===== config.mk =====
export PLATFORM = sky130hd
export DESIGN_NAME = led_sink_ctrl
export DESIGN_NICKNAME = d
export VERILOG_FILES = /design/src/led_sink_pkg.sv /design/src/nv_store.sv /design/src/led_sink_ctrl.sv
export SDC_FILE = /design/constraint.sdc
export NUM_CORES = 2
export LEC_CHECK = 0
export BUFFER_PORTS_ARGS = -buffer_cell sky130_fd_sc_hd__buf_2
export CORE_AREA = 2 2 416 418
export DETAILED_ROUTE_END_ITERATION = 8
export DIE_AREA = 0 0 418 420
export GPL_TIMING_DRIVEN = 0
export SYNTH_ARGS = -nofsm -noshare
export SYNTH_HDL_FRONTEND = slang
export SYNTH_SLANG_ARGS = --single-unit

===== constraint.sdc =====
create_clock -name aclk -period 4 [get_ports aclk]
set_clock_uncertainty 0.1 [all_clocks]
set_input_delay 0.8 -clock aclk [delete_from_list [all_inputs] [get_ports aclk]]
set_output_delay 0.8 -clock aclk [all_outputs]
set_load 0.005 [all_outputs]

===== src/led_sink_pkg.sv =====
// Shared constants, types and layouts for the LED sink driver control
package led_sink_pkg;
   localparam int NUM_CH = 16;
   localparam int DC_BITS = 6;
   localparam int GS_BITS = 12;
   localparam int DC_LEN = 96;
   localparam int GS_LEN = 192;
   localparam int CLK_PERIOD_NS = 40;
   localparam int STAGGER_STEP_NS = 20;
   localparam int OPEN_DETECT_NS = 1000;
   localparam int SHORT_BLANK_NS = 300;
   localparam int OPEN_DETECT_CYCLES = (OPEN_DETECT_NS + CLK_PERIOD_NS - 1) / CLK_PERIOD_NS;
   localparam int SHORT_BLANK_CYCLES = SHORT_BLANK_NS / CLK_PERIOD_NS;
   localparam int MAX_STAGGER = ((NUM_CH - 1) * STAGGER_STEP_NS) / CLK_PERIOD_NS;
   localparam int SID_OPEN_LSB = 0;
   localparam int SID_THERMAL_BIT = 16;
   localparam int SID_DC_LSB = 24;
   localparam logic [DC_BITS-1:0] NV_DEFAULT = 6'h3f;
   localparam logic [GS_BITS-1:0] GS_MAX = 12'hfff;
   localparam logic [15:0] OPEN_DELAY_RESET = 16'(OPEN_DETECT_CYCLES);
   localparam int ADDR_W = 8;
   localparam logic [ADDR_W-1:0] STATUS_ADDR = 8'h00;
   localparam logic [ADDR_W-1:0] OPEN_DELAY_ADDR = 8'h04;
   localparam logic [ADDR_W-1:0] STATE_ADDR = 8'h08;
   localparam logic [1:0] AXI_OKAY = 2'h0;
   localparam logic [1:0] AXI_SLVERR = 2'h2;

   typedef enum logic [1:0] {
      MODE_GRAYSCALE = 2'b00,
      MODE_DOT_CORR = 2'b01,
      MODE_PROGRAM = 2'b10,
      MODE_RESERVED = 2'b11
   } mode_t;

   typedef enum logic [0:0] {
      PROG_IDLE = 1'b0,
      PROG_WRITE = 1'b1
   } prog_state_t;

   typedef struct packed {
      logic serial_clock;
      logic serial_in;
      logic latch_strobe;
      logic output_blanking;
      logic pwm_count_clock;
      logic [1:0] mode_select_input;
      logic dc_source_select;
      logic over_temp;
      logic [NUM_CH-1:0] led_voltage_low;
   } pin_in_t;
endpackage : led_sink_pkg


===== src/nv_store.sv =====
// Nonvolatile correction store, one word per channel, registered read
`timescale 1ns/1ns
`default_nettype none
module nv_store
   import led_sink_pkg::*;
#(
   parameter int WIDTH = DC_BITS,
   parameter int DEPTH = NUM_CH,
   parameter logic [WIDTH-1:0] INIT = NV_DEFAULT
)
(
   input wire logic aclk,
   input wire logic aresetn,
   input wire logic wr_en,
   input wire logic [$clog2(DEPTH)-1:0] wr_addr,
   input wire logic [WIDTH-1:0] wr_data,
   input wire logic [$clog2(DEPTH)-1:0] rd_addr,
   output logic [WIDTH-1:0] rd_data
);
   logic [WIDTH-1:0] mem [DEPTH];

   // Unprogrammed cells read as all ones
   always_ff @(posedge aclk)
   begin
      if (!aresetn)
      begin
         for (int k = 0; k < DEPTH; k++)
            mem[k] <= INIT;
         rd_data <= INIT;
      end
      else
      begin
         if (wr_en)
            mem[wr_addr] <= wr_data;
         rd_data <= mem[rd_addr];
      end
   end
endmodule : nv_store
`default_nettype wire


===== src/led_sink_ctrl.sv =====
// LED sink driver control: serial load, correction, blanking, stagger, error flags
//
// Our own choices: the register offsets and register access over AXI4-Lite.
`timescale 1ns/1ns
`default_nettype none
module led_sink_ctrl
   import led_sink_pkg::*;
(
   input wire logic aclk,
   input wire logic aresetn,
   input wire logic [ADDR_W-1:0] awaddr,
   input wire logic awvalid,
   output logic awready,
   input wire logic [31:0] wdata,
   input wire logic [3:0] wstrb,
   input wire logic wvalid,
   output logic wready,
   output logic [1:0] bresp,
   output logic bvalid,
   input wire logic bready,
   input wire logic [ADDR_W-1:0] araddr,
   input wire logic arvalid,
   output logic arready,
   output logic [31:0] rdata,
   output logic [1:0] rresp,
   output logic rvalid,
   input wire logic rready,
   input wire logic serial_clock,
   input wire logic serial_in,
   input wire logic latch_strobe,
   input wire logic output_blanking,
   input wire logic pwm_count_clock,
   input wire logic [1:0] mode_select_input,
   input wire logic dc_source_select,
   input wire logic over_temp,
   input wire logic [NUM_CH-1:0] led_voltage_low,
   output logic serial_out,
   output logic [NUM_CH-1:0] channel_output,
   output logic error_out_n,
   output logic error_out_n_oe
);
   localparam int PIN_W = $bits(pin_in_t);

   logic [PIN_W-1:0] sync1, sync2;
   pin_in_t pin, pin_d;
   logic sclk_rise, latch_rise, latch_fall, blank_rise, pwm_count_clock_rise, dcsel_rise;
   mode_t mode;

   // Two-stage synchroniser for every outside pin
   always_ff @(posedge aclk)
   begin
      if (!aresetn)
      begin
         sync1 <= '0;
         sync2 <= '0;
         pin_d <= '0;
      end
      else
      begin
         sync1 <= {serial_clock, serial_in, latch_strobe, output_blanking, pwm_count_clock,
                   mode_select_input, dc_source_select, over_temp, led_voltage_low};
         sync2 <= sync1;
         pin_d <= pin;
      end
   end

   assign pin = pin_in_t'(sync2);
   assign mode = mode_t'(pin.mode_select_input);
   assign sclk_rise = pin.serial_clock & ~pin_d.serial_clock;
   assign latch_rise = pin.latch_strobe & ~pin_d.latch_strobe;
   assign latch_fall = ~pin.latch_strobe & pin_d.latch_strobe;
   assign blank_rise = pin.output_blanking & ~pin_d.output_blanking;
   assign pwm_count_clock_rise = pin.pwm_count_clock & ~pin_d.pwm_count_clock;
   assign dcsel_rise = pin.dc_source_select & ~pin_d.dc_source_select;

   // Serial path, latches and nonvolatile programming
   logic [GS_LEN-1:0] shift, next_shift, gs_latch, next_gs_latch, status_info_packet;
   logic [DC_LEN-1:0] dc_latch, next_dc_latch, nv_shadow, next_nv_shadow, dc_active;
   logic next_serial_out;
   prog_state_t prog_state, next_prog_state;
   logic [3:0] wr_idx, next_wr_idx, rd_idx, rd_prev;
   logic [DC_BITS-1:0] nv_rd_data;
   logic nv_wr_en;
   logic [NUM_CH-1:0] open_flag, next_open_flag;
   logic thermal_flag;
   logic [GS_BITS-1:0] gs_cnt, next_gs_cnt;

   assign dc_active = pin.dc_source_select ? dc_latch : nv_shadow;
   assign status_info_packet = {72'h0, dc_active, 7'h0, thermal_flag, open_flag};
   assign nv_wr_en = (prog_state == PROG_WRITE);

   always_comb
   begin
      next_shift = shift;
      next_gs_latch = gs_latch;
      next_dc_latch = dc_latch;
      next_nv_shadow = nv_shadow;
      next_prog_state = prog_state;
      next_wr_idx = wr_idx;
      // MSB first into the low end
      if (sclk_rise)
         next_shift = {shift[GS_LEN-2:0], pin.serial_in};
      if (latch_fall && mode == MODE_GRAYSCALE)
         next_shift = status_info_packet;
      if (latch_rise && mode == MODE_GRAYSCALE)
         next_gs_latch = shift;
      if (pin.latch_strobe && mode == MODE_DOT_CORR)
         next_dc_latch = shift[DC_LEN-1:0];
      if (mode == MODE_DOT_CORR)
         next_serial_out = next_shift[DC_LEN-1];
      else
         next_serial_out = next_shift[GS_LEN-1];
      next_nv_shadow[int'(rd_prev) * DC_BITS +: DC_BITS] = nv_rd_data;
      case (prog_state)
         PROG_IDLE:
         begin
            if (mode == MODE_PROGRAM && dcsel_rise)
            begin
               next_prog_state = PROG_WRITE;
               next_wr_idx = 4'h0;
            end
         end
         PROG_WRITE:
         begin
            next_wr_idx = wr_idx + 4'h1;
            if (wr_idx == 4'hf)
               next_prog_state = PROG_IDLE;
         end
         default: next_prog_state = PROG_IDLE;
      endcase
   end

   always_ff @(posedge aclk)
   begin
      if (!aresetn)
      begin
         shift <= '0;
         gs_latch <= '0;
         dc_latch <= '0;
         nv_shadow <= {NUM_CH{NV_DEFAULT}};
         serial_out <= 1'b0;
         prog_state <= PROG_IDLE;
         wr_idx <= 4'h0;
         rd_idx <= 4'h0;
         rd_prev <= 4'h0;
      end
      else
      begin
         shift <= next_shift;
         gs_latch <= next_gs_latch;
         dc_latch <= next_dc_latch;
         nv_shadow <= next_nv_shadow;
         serial_out <= next_serial_out;
         prog_state <= next_prog_state;
         wr_idx <= next_wr_idx;
         rd_idx <= rd_idx + 4'h1;
         rd_prev <= rd_idx;
      end
   end

   nv_store u_nv_store (
      .aclk(aclk),
      .aresetn(aresetn),
      .wr_en(nv_wr_en),
      .wr_addr(wr_idx),
      .wr_data(dc_latch[int'(wr_idx) * DC_BITS +: DC_BITS]),
      .rd_addr(rd_idx),
      .rd_data(nv_rd_data)
   );

   // Grayscale counter, short blank stretch and stagger history
   logic [3:0] low_len, next_low_len, short_timer, next_short_timer;
   logic [NUM_CH-1:0] short_mask, next_short_mask, raw_on, gs_nonzero;
   logic [MAX_STAGGER:0][NUM_CH-1:0] hist;
   logic short_active, out_en;
   logic [15:0] open_delay, next_open_delay;

   assign short_active = (short_timer != 4'h0);
   assign out_en = ~pin.output_blanking | short_active;

   always_comb
   begin
      next_gs_cnt = gs_cnt;
      next_low_len = low_len;
      next_short_timer = short_timer;
      next_short_mask = short_mask;
      if (pin.output_blanking)
         next_gs_cnt = '0;
      else if (pwm_count_clock_rise && gs_cnt != GS_MAX)
         next_gs_cnt = gs_cnt + 12'h001;
      if (pin.output_blanking)
         next_low_len = 4'h0;
      else if (low_len < 4'(SHORT_BLANK_CYCLES))
         next_low_len = low_len + 4'h1;
      if (short_active)
         next_short_timer = short_timer - 4'h1;
      // keep lit for the low duration
      if (blank_rise && low_len < 4'(SHORT_BLANK_CYCLES))
      begin
         next_short_timer = low_len;
         next_short_mask = gs_nonzero;
      end
   end

   always_ff @(posedge aclk)
   begin
      if (!aresetn)
      begin
         gs_cnt <= '0;
         low_len <= 4'h0;
         short_timer <= 4'h0;
         short_mask <= '0;
         hist <= '0;
         thermal_flag <= 1'b0;
         open_flag <= '0;
         error_out_n <= 1'b0;
         error_out_n_oe <= 1'b0;
      end
      else
      begin
         gs_cnt <= next_gs_cnt;
         low_len <= next_low_len;
         short_timer <= next_short_timer;
         short_mask <= next_short_mask;
         hist <= {hist[MAX_STAGGER-1:0], raw_on};
         thermal_flag <= pin.over_temp;
         open_flag <= next_open_flag;
         error_out_n <= 1'b0;
         error_out_n_oe <= (|next_open_flag) | pin.over_temp;
      end
   end

   genvar i;
   generate
      for (i = 0; i < NUM_CH; i++)
      begin : g_ch
         localparam int DELAY = (i * STAGGER_STEP_NS) / CLK_PERIOD_NS;
         logic [GS_BITS-1:0] gs_val;
         logic [15:0] on_time, next_on_time;
         logic next_out;

         assign gs_val = gs_latch[i * GS_BITS +: GS_BITS];
         assign gs_nonzero[i] = (gs_val != '0);
         assign raw_on[i] = (~pin.output_blanking & (gs_cnt != '0) & (gs_cnt <= gs_val)
                             & (gs_cnt != GS_MAX)) | (short_active & short_mask[i]);

         always_comb
         begin
            next_out = hist[DELAY][i];
            if (!channel_output[i])
               next_on_time = 16'h0;
            else if (on_time < open_delay)
               next_on_time = on_time + 16'h1;
            else
               next_on_time = on_time;
            // only when on, settled and low
            next_open_flag[i] = channel_output[i] & out_en & (on_time >= open_delay)
                                & pin.led_voltage_low[i];
         end

         always_ff @(posedge aclk)
         begin
            if (!aresetn)
            begin
               channel_output[i] <= 1'b0;
               on_time <= 16'h0;
            end
            else
            begin
               channel_output[i] <= next_out;
               on_time <= next_on_time;
            end
         end
      end
   endgenerate

   // Register bus slave
   logic aw_have, next_aw_have, w_have, next_w_have;
   logic [ADDR_W-1:0] aw_q, next_aw_q;
   logic [31:0] w_q, next_w_q, next_rdata;
   logic [3:0] strb_q, next_strb_q;
   logic next_bvalid, next_rvalid;
   logic [1:0] next_bresp, next_rresp;

   always_comb
   begin
      next_aw_have = aw_have;
      next_w_have = w_have;
      next_aw_q = aw_q;
      next_w_q = w_q;
      next_strb_q = strb_q;
      next_bvalid = bvalid;
      next_bresp = bresp;
      next_rvalid = rvalid;
      next_rresp = rresp;
      next_rdata = rdata;
      next_open_delay = open_delay;
      if (awvalid && awready)
      begin
         next_aw_have = 1'b1;
         next_aw_q = awaddr;
      end
      if (wvalid && wready)
      begin
         next_w_have = 1'b1;
         next_w_q = wdata;
         next_strb_q = wstrb;
      end
      if (bvalid && bready)
         next_bvalid = 1'b0;
      if (aw_have && w_have && !bvalid)
      begin
         next_aw_have = 1'b0;
         next_w_have = 1'b0;
         next_bvalid = 1'b1;
         next_bresp = AXI_OKAY;
         if (aw_q == OPEN_DELAY_ADDR)
         begin
            if (strb_q[0])
               next_open_delay[7:0] = w_q[7:0];
            if (strb_q[1])
               next_open_delay[15:8] = w_q[15:8];
         end
         else if (aw_q != STATUS_ADDR && aw_q != STATE_ADDR)
            next_bresp = AXI_SLVERR;
      end
      if (rvalid && rready)
         next_rvalid = 1'b0;
      if (arvalid && arready)
      begin
         next_rvalid = 1'b1;
         next_rresp = AXI_OKAY;
         case (araddr)
            STATUS_ADDR: next_rdata = {15'h0, thermal_flag, open_flag};
            OPEN_DELAY_ADDR: next_rdata = {16'h0, open_delay};
            STATE_ADDR: next_rdata = {14'h0, pin.dc_source_select, nv_wr_en, mode, 2'h0, gs_cnt};
            default:
            begin
               next_rdata = 32'h0;
               next_rresp = AXI_SLVERR;
            end
         endcase
      end
   end

   always_ff @(posedge aclk)
   begin
      if (!aresetn)
      begin
         aw_have <= 1'b0;
         w_have <= 1'b0;
         aw_q <= '0;
         w_q <= 32'h0;
         strb_q <= 4'h0;
         awready <= 1'b0;
         wready <= 1'b0;
         bvalid <= 1'b0;
         bresp <= AXI_OKAY;
         arready <= 1'b0;
         rvalid <= 1'b0;
         rresp <= AXI_OKAY;
         rdata <= 32'h0;
         open_delay <= OPEN_DELAY_RESET;
      end
      else
      begin
         aw_have <= next_aw_have;
         w_have <= next_w_have;
         aw_q <= next_aw_q;
         w_q <= next_w_q;
         strb_q <= next_strb_q;
         awready <= ~next_aw_have;
         wready <= ~next_w_have;
         bvalid <= next_bvalid;
         bresp <= next_bresp;
         arready <= ~next_rvalid;
         rvalid <= next_rvalid;
         rresp <= next_rresp;
         rdata <= next_rdata;
         open_delay <= next_open_delay;
      end
   end
endmodule : led_sink_ctrl
`default_nettype wire


==> results.txt <==
CTS Buffer Depth: 3
Max Cap Viol: 0
vias in the first global route: 49,161
count leader, synth: nand2_1
fraction of layout cells with a size suffix above 1: 7.62%
type of the worst min-delay path: in2reg
Critical Path RT: 4.30 ns
final worst path period share: 98.3%
area of the multi-input gates: 31,800 sq um
initial antenna violation count: 2
# clock sinks: 1,214
Static Leak: 0.0249 uW
die height: 420 um
WS Path Type: in2reg
final worst path period need: 3.93 ns
Setup crit end kind: flip-flop
top_reg_cell synth: dfxtp_1
Syn Inst Count: 6,897
Die X: 418 um
Detail Route Antenna Nets: 0
Finished Cell Area: 68,200 sq um
die area: 176,000 sq um
CP arrival: 4.23 ns
RSZ-0062 raised after global routing: false
Async SR Flop Fraction: 0%
share of the synthesized area in the top cell type: 37.5%
number of fill cells in the layout: 17,092
DRC errors left: 0
Pins Over Slew Limit: 0
CTS tree: done
post-synth design cell area: 59,700 sq um
flop and latch count out of synthesis: 1,214
all-layer global routing usage: 21.5%
global-route wire length before repair: 291,000 um
crit path max fanout: 10
Root Driver: clkbuf_16
H-tree levels: 4
PD cells: 400 nW/um^2
GR Overflow Total: 0
Storage cell area: 25,300 sq um
Final Power: 27,300 uW
top post-synthesis cells by area: dfxtp_1, ha_1, nand2_1
worst setup margin: 0.0695 ns
largest net degree at the start of global routing: 23
DP Wirelength: 142,000 um
Synth cell types: 96
sequential share of the synthesized area: 42.3%
starting density of the core: 34.9%
Final Hold Fails: 0
vias per std cell: 5.41
Vias: 51,607
IO Count: 144
TritonCTS Buffers: 135
Worst-Skew Late Latency: 0.80 ns
dpl cell area: 63,100 sq um
DR pass1 iterations: 6
Clock Pin Slew Worst Setup and Hold Paths: 0.05 ns
routability cong.: 0.947
yosys warns: 0
EDFF count, synth: 96
Port Buffers: 106
largest area contributor in the netlist: dfxtp_1
Startpoint Class: input pin
Max IR drop VDD: 0.000268 V
outcome: finished clean
hold_buf cts: 0
Commonest cells post-synth: nand2_1, dfxtp_1, a21oi_1
synth-to-layout area growth: 14.4%
Setup Viol. Count Final: 0
wire length per cell: 20.3 um
number of DRC markers in iteration 0: 4,286
dpl ws: -0.674 ns
Fmax: 254 MHz
Max-slew headroom: 2.01%
row count: 152
Worst-Margin Slew: 1.47 ns
core box area: 171,000 sq um
Routed WL: 193,000 um
syn avg cell area: 8.65 sq um
final net count: 7,760
[metrics by stage]
step | hold WS (ns) | util (%) | instances | setup TNS [ns]
after floorplan | 0.312 | - | 6913 | 0
after global placement | 0.313 | 36.9 | 9252 | -113.54
after detailed placement | 0.317 | 36.9 | 9254 | -80.83
after CTS | 0.0838 | 39.6 | 9501 | 0
after global routing | 0.103 | 39.9 | 9534 | 0
final | 0.122 | 39.9 | 9536 | 0
[critical path, cell delays in order]
cell and delay, ns:
buf_2 0.30, clkbuf_1 1.01, clkbuf_1 0.81, clkbuf_2 0.72, o21ai_0 0.55
[cell families (layout without fill, tap and decap cells)]
kind of cell    after synthesis  in the layout  share of synthesized area, %
xor+xnor                    205            205                          3.11
fa+ha+maj                   480            480                          10.1
other cells                   1             19                       0.00629
mux                         196            196                          4.44
compound gates             1310           1310                          13.7
flops                      1214           1214                          42.3
simple gates               2819           2819                          21.8
buf+inv                     672           1060                          4.51
[timing repair]
action	in CTS	in global routing
gates resized for setup	11	9
buffers inserted	5	34
endpoints found under the setup margin	70	113
[worst paths after layout]
path	depth (start not counted)	slack (ns)	endpoint	startpoint
setup / recovery	5	0.07	u_nv_store.mem[15][2]	aresetn
hold / removal	2	0.12	sync1[8]	led_voltage_low[8]
setup reg to reg	9	0.12	error_out_n_oe	open_delay[4]
hold reg to reg	1	0.33	channel_output[14]	g_ch[14].next_out
[layer usage]
metal | part of all wire, % | GRT usage (%) | vias up | wire, um
met5 | 0 | 0 | - | 0
met4 | 3.5 | 7.90 | 0 | 6680
met3 | 6.6 | 3.67 | 333 | 12700
met2 | 46 | 35.4 | 1666 | 89500
met1 | 44 | 28.0 | 24868 | 84400
li1 | - | - | 24740 | -
[final cells by class]
cell class	count	area share, %
Clock inverter	58	1.13
Multi-Input combinational cell	5027	46.6
Clock buffer	184	5.60
Antenna cell	2	0.00733
Timing Repair Buffer	147	1.53
Inverter	283	1.61
Sequential cell	1214	37.0
Buffer	388	2.39
Tap cell	2233	4.09
[report_power, final]
| part | leakage (uW) | switching, uW | internal, uW |
|---|---|---|---|
| Combinational | 0.0129 | 1300 | 473 |
| Sequential | 0.00969 | 139 | 12400 |
| Clock | 0.00226 | 5390 | 7600 |
[layout by cell type, fill, tap and decap left out, types with 79 or more instances in the layout]
cell,n
a211oi_1,111
a21o_1,97
a21oi_1,646
a311oi_1,116
and2_1,161
buf_2,122
clkbuf_1,313
clkbuf_16,137
dfxtp_1,1110
edfxtp_1,96
ha_1,478
inv_1,270
mux2i_1,132
nand2_1,1450
nand3_1,111
nand4_1,196
nor2_1,368
nor2b_1,135
nor4_1,83
o21ai_0,154
xnor2_1,120
xor2_1,79
[sequential cells by signal (all words and copies together) (netlist names), 5 cells and up]
name	count
g_ch.on_time	256
gs_latch	192
shift	192
dc_latch	96
nv_shadow	96
u_nv_store.mem	96
hist	70
pin	25
sync1	25
rdata	18
g_ch.next_out	16
open_delay	16
open_flag	16
short_mask	16
w_q	16
gs_cnt	12
aw_q	8
u_nv_store.rd_data	6
pin_d	5
No activity file was read; power rests on OpenSTA's default activity.
